--- src/core/dmm_pkg.sv ---
/*
 * Constants, types and address map for the diagnostic monitoring map.
 * Assumes one 50 MHz management clock and a host on the two-wire serial pins.
 */
// What this block does
// - byte 9 holds latched optical input flags, lane 1 high nibble, lane 2 low
// - byte 10 holds latched optical input flags, lane 3 high nibble, lane 4 low
// - byte 11 holds latched laser current flags, lane 1 high nibble, lane 2 low
// - byte 12 holds latched laser current flags, lane 3 high nibble, lane 4 low
// - each measured value is a 16-bit word, high byte at lower address
// - low-order bits past real accuracy should read as zero; both keep masks are 16'hFFFF, so no bits are cleared
// - words update atomically and never while being transferred
// - temperature is signed two's complement, 1/256 degree per count
// - supply voltage is unsigned, 100 microvolts per count
// - thresholds share the encoding of their measurement and compare directly
// - temperature at bytes 22 and 23, bytes 24 and 25 reserved
// - voltage at bytes 26 and 27, 28 to 33 reserved or vendor space
`default_nettype none

package dmm_pkg;

    // ------------------------------------------------------------
    // bus address and byte map
    // ------------------------------------------------------------
    localparam logic [6:0]  DEV_ADDR       = 7'h50;
    localparam logic [7:0]  OFS_RX_FLAGS12 = 8'h09;
    localparam logic [7:0]  OFS_RX_FLAGS34 = 8'h0A;
    localparam logic [7:0]  OFS_TX_FLAGS12 = 8'h0B;
    localparam logic [7:0]  OFS_TX_FLAGS34 = 8'h0C;
    localparam logic [7:0]  OFS_TEMP_MSB   = 8'h16;
    localparam logic [7:0]  OFS_TEMP_LSB   = 8'h17;
    localparam logic [7:0]  OFS_VOLT_MSB   = 8'h1A;
    localparam logic [7:0]  OFS_VOLT_LSB   = 8'h1B;

    // ------------------------------------------------------------
    // reset values, masks and counts
    // ------------------------------------------------------------
    localparam logic [31:0] FLAG_RESET     = 32'h0000_0000;
    localparam logic [15:0] WORD_RESET     = 16'h0000;
    localparam logic [15:0] TEMP_KEEP_MASK = 16'hFFFF; // keeps every bit, none past sensor accuracy are cleared
    localparam logic [15:0] VOLT_KEEP_MASK = 16'hFFFF;
    localparam logic [3:0]  BIT_COUNT      = 4'h8;
    localparam int          LANES          = 4;

    // ------------------------------------------------------------
    // types
    // ------------------------------------------------------------
    typedef struct packed {
        logic [15:0] hi_alarm;
        logic [15:0] lo_alarm;
        logic [15:0] hi_warn;
        logic [15:0] lo_warn;
    } dmm_thr_s;

    typedef struct packed {
        logic signed [15:0] temp;
        logic [15:0]        volt;
    } dmm_mod_s;

    typedef enum logic [2:0] {
        ST_IDLE  = 3'b000,
        ST_ADDR  = 3'b001,
        ST_ACK_A = 3'b010,
        ST_WR    = 3'b011,
        ST_ACK_W = 3'b100,
        ST_RD    = 3'b101,
        ST_RACK  = 3'b110
    } dmm_state_e;

endpackage

`default_nettype wire

--- src/core/dmm_monitor_map.sv ---
/*
 * Diagnostic monitoring map: latched lane flags, module temperature and
 * supply voltage words, read by the host over the two-wire serial pins.
 * Assumes measurements and thresholds come from logic on mclk; scl and sda
 * come from the pins and are synchronised here. The board pulls sda up.
 */
`timescale 1ns/1ps
`default_nettype none

module dmm_monitor_map
    import dmm_pkg::*;
(
    input  wire logic                  mclk,
    input  wire logic                  rst,
    input  wire logic                  scl_in,
    input  wire logic                  sda_in,
    output var  logic                  sda_out,
    output var  logic                  sda_oe,
    input  wire logic [3:0][15:0]      rx_power,
    input  wire logic [3:0][15:0]      tx_bias,
    input  wire dmm_thr_s              rx_thr,
    input  wire dmm_thr_s              tx_thr,
    input  wire dmm_mod_s              mod_meas,
    input  wire logic                  mod_meas_valid
);

    // ------------------------------------------------------------
    // functions
    // ------------------------------------------------------------
    // direct compare works because thresholds share the word encoding
    function automatic logic [3:0] thr_cmp(input logic [15:0] m, input dmm_thr_s t);
        thr_cmp = {m > t.hi_alarm, m < t.lo_alarm, m > t.hi_warn, m < t.lo_warn};
    endfunction
    // one-hot select of the flag byte at an offset
    function automatic logic [3:0] flag_sel(input logic [7:0] ofs);
        case (ofs)
            OFS_RX_FLAGS12: flag_sel = 4'h1;
            OFS_RX_FLAGS34: flag_sel = 4'h2;
            OFS_TX_FLAGS12: flag_sel = 4'h4;
            OFS_TX_FLAGS34: flag_sel = 4'h8;
            default:        flag_sel = 4'h0;
        endcase
    endfunction
    // byte presented to the host; reserved and vendor bytes read zero
    function automatic logic [7:0] map_byte(input logic [7:0] ofs, input logic [31:0] fl, input dmm_mod_s w);
        case (ofs)
            OFS_RX_FLAGS12: map_byte = fl[7:0];
            OFS_RX_FLAGS34: map_byte = fl[15:8];
            OFS_TX_FLAGS12: map_byte = fl[23:16];
            OFS_TX_FLAGS34: map_byte = fl[31:24];
            OFS_TEMP_MSB:   map_byte = w.temp[15:8];
            OFS_TEMP_LSB:   map_byte = w.temp[7:0];
            OFS_VOLT_MSB:   map_byte = w.volt[15:8];
            OFS_VOLT_LSB:   map_byte = w.volt[7:0];
            default:        map_byte = 8'h00;
        endcase
    endfunction

    // ------------------------------------------------------------
    // pin synchronisers and bus events
    // ------------------------------------------------------------
    logic [1:0]  scl_sync_reg;
    logic [1:0]  sda_sync_reg;
    logic        scl_prev_reg;
    logic        sda_prev_reg;
    logic        scl_rise;
    logic        scl_fall;
    logic        bus_start;
    logic        bus_stop;
    // idle bus level is high, so reset to one avoids a false start
    always_ff @(posedge mclk)
    begin
        if (rst)
        begin
            scl_sync_reg <= 2'h3;
            sda_sync_reg <= 2'h3;
            scl_prev_reg <= 1'b1;
            sda_prev_reg <= 1'b1;
        end
        else
        begin
            scl_sync_reg <= {scl_sync_reg[0], scl_in};
            sda_sync_reg <= {sda_sync_reg[0], sda_in};
            scl_prev_reg <= scl_sync_reg[1];
            sda_prev_reg <= sda_sync_reg[1];
        end
    end
    // edges and start/stop seen only on the second-stage samples
    assign scl_rise  = scl_sync_reg[1] & ~scl_prev_reg;
    assign scl_fall  = ~scl_sync_reg[1] & scl_prev_reg;
    assign bus_start = scl_sync_reg[1] & scl_prev_reg & sda_prev_reg & ~sda_sync_reg[1];
    assign bus_stop  = scl_sync_reg[1] & scl_prev_reg & ~sda_prev_reg & sda_sync_reg[1];

    // ------------------------------------------------------------
    // threshold conditions per lane
    // ------------------------------------------------------------
    logic [31:0] cond;
    for (genvar l = 0; l < LANES; l++)
    begin : g_lane
        localparam int RXB  = l / 2;
        localparam int TXB  = 2 + l / 2;
        localparam int BASE = (l % 2 == 0) ? 4 : 0;
        assign cond[RXB*8+BASE +: 4] = thr_cmp(rx_power[l], rx_thr);
        assign cond[TXB*8+BASE +: 4] = thr_cmp(tx_bias[l], tx_thr);
    end

    // ------------------------------------------------------------
    // latched flags
    // ------------------------------------------------------------
    logic [31:0] flags_reg;
    logic [31:0] flags_next;
    logic [3:0]  clr_pulse_reg;
    // a live condition always wins over the read clear
    always_comb
    begin
        flags_next = flags_reg | cond;
        for (int k = 0; k < 4; k++)
        begin
            if (clr_pulse_reg[k])
                flags_next[k*8 +: 8] = cond[k*8 +: 8];
        end
    end

    always_ff @(posedge mclk)
    begin
        if (rst)
            flags_reg <= FLAG_RESET;
        else
            flags_reg <= flags_next;
    end

    // ------------------------------------------------------------
    // module words with deferred update
    // ------------------------------------------------------------
    dmm_mod_s    word_reg;
    dmm_mod_s    pend_reg;
    logic        pend_valid_reg;
    logic        busy_reg;
    // a new sample waits while a transaction runs, so a two-byte read
    // never straddles an update; long transactions delay the update
    always_ff @(posedge mclk)
    begin
        if (rst)
        begin
            word_reg       <= {WORD_RESET, WORD_RESET};
            pend_reg       <= {WORD_RESET, WORD_RESET};
            pend_valid_reg <= 1'b0;
        end
        else
        begin
            if (pend_valid_reg && !busy_reg)
            begin
                word_reg       <= pend_reg;
                pend_valid_reg <= 1'b0;
            end
            if (mod_meas_valid)
            begin
                pend_reg.temp  <= mod_meas.temp & TEMP_KEEP_MASK;
                pend_reg.volt  <= mod_meas.volt & VOLT_KEEP_MASK;
                pend_valid_reg <= 1'b1;
            end
        end
    end

    // transaction window from start to stop
    always_ff @(posedge mclk)
    begin
        if (rst)
            busy_reg <= 1'b0;
        else if (bus_start)
            busy_reg <= 1'b1;
        else if (bus_stop)
            busy_reg <= 1'b0;
    end

    // ------------------------------------------------------------
    // serial protocol
    // ------------------------------------------------------------
    dmm_state_e  state_reg;
    logic [3:0]  cnt_reg;
    logic [7:0]  sh_reg;
    logic [7:0]  tx_reg;
    logic [7:0]  ptr_reg;
    logic [7:0]  load_byte;
    logic        rw_reg;
    logic        first_reg;
    logic        sda_oe_reg;
    assign load_byte = map_byte(ptr_reg, flags_reg, word_reg);
    // sda only ever pulled low; release lets the pull-up show a one
    always_ff @(posedge mclk)
    begin
        if (rst)
        begin
            state_reg     <= ST_IDLE;
            cnt_reg       <= 4'h0;
            sh_reg        <= 8'h00;
            tx_reg        <= 8'h00;
            ptr_reg       <= 8'h00;
            rw_reg        <= 1'b0;
            first_reg     <= 1'b0;
            sda_oe_reg    <= 1'b0;
            clr_pulse_reg <= 4'h0;
        end
        else
        begin
            clr_pulse_reg <= 4'h0;
            if (bus_start)
            begin
                state_reg  <= ST_ADDR;
                cnt_reg    <= 4'h0;
                sda_oe_reg <= 1'b0;
            end
            else if (bus_stop)
            begin
                state_reg  <= ST_IDLE;
                sda_oe_reg <= 1'b0;
            end
            else
            begin
                case (state_reg)
                    ST_ADDR, ST_WR:
                    begin
                        if (scl_rise)
                        begin
                            sh_reg  <= {sh_reg[6:0], sda_sync_reg[1]};
                            cnt_reg <= cnt_reg + 4'h1;
                        end
                        else if (scl_fall && cnt_reg == BIT_COUNT)
                        begin
                            cnt_reg <= 4'h0;
                            if (state_reg == ST_WR)
                            begin
                                sda_oe_reg <= 1'b1;
                                state_reg  <= ST_ACK_W;
                                first_reg  <= 1'b0;
                                if (first_reg)
                                    ptr_reg <= sh_reg; // later written bytes are acked, dropped
                            end
                            else if (sh_reg[7:1] == DEV_ADDR)
                            begin
                                rw_reg     <= sh_reg[0];
                                sda_oe_reg <= 1'b1;
                                state_reg  <= ST_ACK_A;
                            end
                            else
                                state_reg <= ST_IDLE;
                        end
                    end
                    ST_ACK_A:
                    begin
                        if (scl_fall && rw_reg)
                        begin
                            tx_reg     <= {load_byte[6:0], 1'b0};
                            sda_oe_reg <= ~load_byte[7];
                            cnt_reg    <= 4'h1;
                            state_reg  <= ST_RD;
                        end
                        else if (scl_fall)
                        begin
                            sda_oe_reg <= 1'b0;
                            first_reg  <= 1'b1;
                            cnt_reg    <= 4'h0;
                            state_reg  <= ST_WR;
                        end
                    end
                    ST_ACK_W:
                    begin
                        if (scl_fall)
                        begin
                            sda_oe_reg <= 1'b0;
                            state_reg  <= ST_WR;
                        end
                    end
                    ST_RD:
                    begin
                        if (scl_fall && cnt_reg == BIT_COUNT)
                        begin
                            sda_oe_reg    <= 1'b0;
                            clr_pulse_reg <= flag_sel(ptr_reg);
                            ptr_reg       <= ptr_reg + 8'h01;
                            state_reg     <= ST_RACK;
                        end
                        else if (scl_fall)
                        begin
                            sda_oe_reg <= ~tx_reg[7];
                            tx_reg     <= {tx_reg[6:0], 1'b0};
                            cnt_reg    <= cnt_reg + 4'h1;
                        end
                    end
                    ST_RACK:
                    begin
                        if (scl_rise)
                            state_reg <= sda_sync_reg[1] ? ST_IDLE : ST_ACK_A;
                    end
                    default:
                        state_reg <= ST_IDLE;
                endcase
            end
        end
    end
    assign sda_oe  = sda_oe_reg;
    assign sda_out = 1'b0 & sda_oe_reg;
endmodule // dmm_monitor_map

`default_nettype wire

--- config.mk ---
export PLATFORM = sky130hd
export DESIGN_NAME = dmm_monitor_map
export DESIGN_NICKNAME = d
export VERILOG_FILES = /design/src/core/dmm_pkg.sv /design/src/core/dmm_monitor_map.sv
export SDC_FILE = /design/constraint.sdc
export NUM_CORES = 1
export LEC_CHECK = 0
export BUFFER_PORTS_ARGS = -buffer_cell sky130_fd_sc_hd__buf_2
export CAP_MARGIN = 40
export CORE_MARGIN = 5
export CORE_UTILIZATION = 45
export DETAILED_ROUTE_END_ITERATION = 10
export PLACE_DENSITY = 0.81
export SLEW_MARGIN = 20
export SYNTH_ARGS = -nofsm -noshare
export SYNTH_HDL_FRONTEND = slang
export SYNTH_SLANG_ARGS = --single-unit
--- constraint.sdc ---
create_clock -name mclk -period 1.7 [get_ports mclk]
set_input_delay 0.34 -clock mclk [delete_from_list [all_inputs] [get_ports mclk]]
set_output_delay 0.34 -clock mclk [all_outputs]
set_load 0.005 [all_outputs]
==> impl_metrics.py <==
metrics = {
    "floorplan": {
        "io_pins": 295,
        "die_w_um": 205.4,
        "rows": 71,
        "coreArea_um2": 37670,
        "start_util_pct": 45.60,
        "die_area_um2": 42180,
        "die_h_um": 205.4,
    },
    "pwr": {
        "peakVddDrop_mv": 0.9463,
        "power_density_nw_per_um2": 525.9,
        "finalPower_mw": 11.85,
        "p_leak_nw": 11.37,
    },
    "finish": {
        "area_growth_pct": 31.18,
        "nNetsFinal": 3439,
        "final_util_pct": 59.82,
        "fillers": 3356,
        "diodes": 0,
        "drive_gt1_share_pct": 27.21,
    },
    "clocking": {
        "cts_tree": "built",
        "numCtsBuffers": 17,
        "clk_pin_slew_worst_paths_ps": 70,
        "clock_latency_ps": 440,
        "htree_levels": 4,
        "root_buffer": "clkbuf_16",
        "cts_sinks": 141,
        "clk_path_buf_depth": 2,
        "cts_hold_buf": 0,
    },
    "timing": {
        "fin_crit_sh_pct": 105.8,
        "final-max-slew-violation-count": 0,
        "holdWs_ps": 80.40,
        "tns_ps": -460.4,
        "hold_violations": 0,
        "fmax_mhz": 556.1,
        "worstMarginPinSlew_ps": 476.5,
        "finalSetupViolations": 7,
        "relSlewSlack_pct": 67.41,
        "finalCriticalPeriod_ps": 1798,
        "rsz0062_at_grt": "yes",
        "finClkSkew_ps": 14.13,
        "layout_setup_ws_ps": -98.23,
    },
    "synthesis": {
        "yosysMostFrequentCell": "ha_1",
        "synth_commonest_cells": "ha_1, a21oi_1, nand2_1",
        "postSynthAreaPerCell_um2": 8.338,
        "synth_top_flop_cell": "dfxtp_1",
        "synth_top_area_cell": "ha_1",
        "synth_top_area_share_pct": 36.57,
        "ys_types": 69,
        "ys_seq_area_share_pct": 16.43,
        "synth_edf_count": 0,
        "async_reset_ff_share_pct": 0,
        "synthesis.area_um2": 17180,
        "ys_warn_count": 0,
        "ys_seq_elements": 141,
        "yosys-top-cells-area": "ha_1, dfxtp_1, a21oi_1, nand2_1, a21o_1",
        "synthesis.nets": 2855,
        "syn_inst": 2060,
    },
    "worst_setup_path": {
        "start_kind": "flop",
        "end_kind": "flop",
        "crit_fanout": 6,
        "arrival_ps": 2150,
        "criticalPathCategory": "flop to flop",
        "required_ps": 2050,
    },
    "detailed_routing": {
        "drt_iter0_drc": 1384,
        "dr.pass1.iters": 7,
        "ant_nets": 0,
        "via_count": 18922,
        "drc_errors": 0,
        "routedWlPerCell_um": 20.72,
        "wirelength_mm": 65.64,
        "drt-vias-per-instance": 5.973,
    },
    "grt": {
        "antenna_found_initial": 1,
        "grt_usage_pct": 30.03,
        "grt_overflow": 0,
        "grt_pass1_vias": 19195,
        "grt_max_degree": 48,
        "grt_first_pass_wirelength_mm": 100.4,
    },
    "outcome": {
        "status": "finished, violations left",
        "violations": "setup timing",
    },
    "placed_design": {
        "dpl.hpwl_mm": 55.24,
        "routabilityCongestion": 1.002,
        "port-buffer-count": 293,
    },
    "job": {
        "maxCapViolations": 0,
    },
    "min_path": {
        "hold_class": "primary input to flop",
    },
}
[worst max-delay path, stage by stage (launching register included)]
cell and delay [ps]:
dfxtp_1 310, or3_1 370, buf_6 160, nor3_4 290, a22oi_2 150, a21o_1 180, a311oi_1 250
[per-stage QoR]
stage	cells	worst slack, ps	area (um2)
3_5_place_dp	3126	-349.9	21590
5_1_grt	3168	-170.3	22530
6_report	3168	-98.23	22530
4_1_cts	3160	-102.7	22310
3_3_place_gp	3126	-273.8	21590
2_1_floorplan	2060	-55.22	17240
[per-layer routing]
| layer | track usage [%] | wire [um] | vias up |
|---|---|---|---|
| li1 | - | - | 8996 |
| met1 | 37.78 | 27240 | 8881 |
| met2 | 50.81 | 30210 | 828 |
| met3 | 4.271 | 4773 | 215 |
| met4 | 13.95 | 3396 | 2 |
| met5 | 0 | 14 | - |
[where the power goes]
| part | leakage, nW | switching (mW) | internal, mW |
|---|---|---|---|
| combinational | 9.91 | 2.35 | 1.99 |
| sequential | 1.16 | 0.154 | 3.45 |
| clock | 0.296 | 1.90 | 2.00 |
[worst paths after layout]
| check | from | end | slack, ps | cells past startpoint |
|---|---|---|---|---|
| worst max register to register | ptr_reg[5]$_SDFFE_PP0P_ | tx_reg[6]$_SDFFE_PP0P_ | -100 | 6 |
| worst min register to register | sda_sync_reg[0]$_SDFF_PP1_ | sda_sync_reg[1]$_SDFF_PP1_ | 420 | 1 |
| worst min-delay path | sda_in | sda_sync_reg[0]$_SDFF_PP1_ | 80 | 2 |
| worst max-delay path | ptr_reg[5]$_SDFFE_PP0P_ | tx_reg[6]$_SDFFE_PP0P_ | -100 | 6 |
[cells by family (layout without fill, tap and decap cells)]
logic type | count (synthesis) | after routing | share of synthesized area (%)
compound gates | 604 | 604 | 22.83
simple gates | 576 | 577 | 17.50
fa+ha+maj | 502 | 502 | 36.57
buf+inv | 200 | 796 | 4.553
flops | 141 | 141 | 16.43
mux | 35 | 35 | 2.047
other cells | 1 | 1 | 0.02183
xor+xnor | 1 | 1 | 0.05100
[final cells by class]
class                           count  area, um2  share of cell area, %
Clock buffer                       17      425.4                  1.888
Clock inverter                     15      192.7                 0.8551
Inverter                          151      571.8                  2.538
Multi-Input combinational cell   1720      13860                  61.52
Sequential cell                   141       2839                  12.60
Tap cell                          511      639.4                  2.837
Timing Repair Buffer              613       4003                  17.76
[what timing repair did]
item	4_1_cts	5_1_grt
pin swaps	15	22
gates resized for setup	21	46
setup endpoints to repair	13	30
cloned	0	1
hold endpoints to repair	0	0
setup buffers	2	9
[cells in the final DEF, fill, tap and decap left out, types with 11 or more instances in the layout]
master and instances:
buf_2 292, mux2i_1 34, a21o_1 76, inv_1 149, nor2_1 94, nor3_1 11, nor2b_1 58, o21ai_1 27
a21oi_1 167, o21a_1 28, nand2b_1 36, a2111oi_0 15, a221oi_1 17, dfxtp_1 132, nor4_1 23, and4_1 26
nand3_1 35, ha_1 497, a211oi_1 50, clkbuf_16 17, nand4_1 78, a31oi_1 23, o21ai_0 104, buf_4 307
nand2_1 167
(Power assumes the default switching activity.)
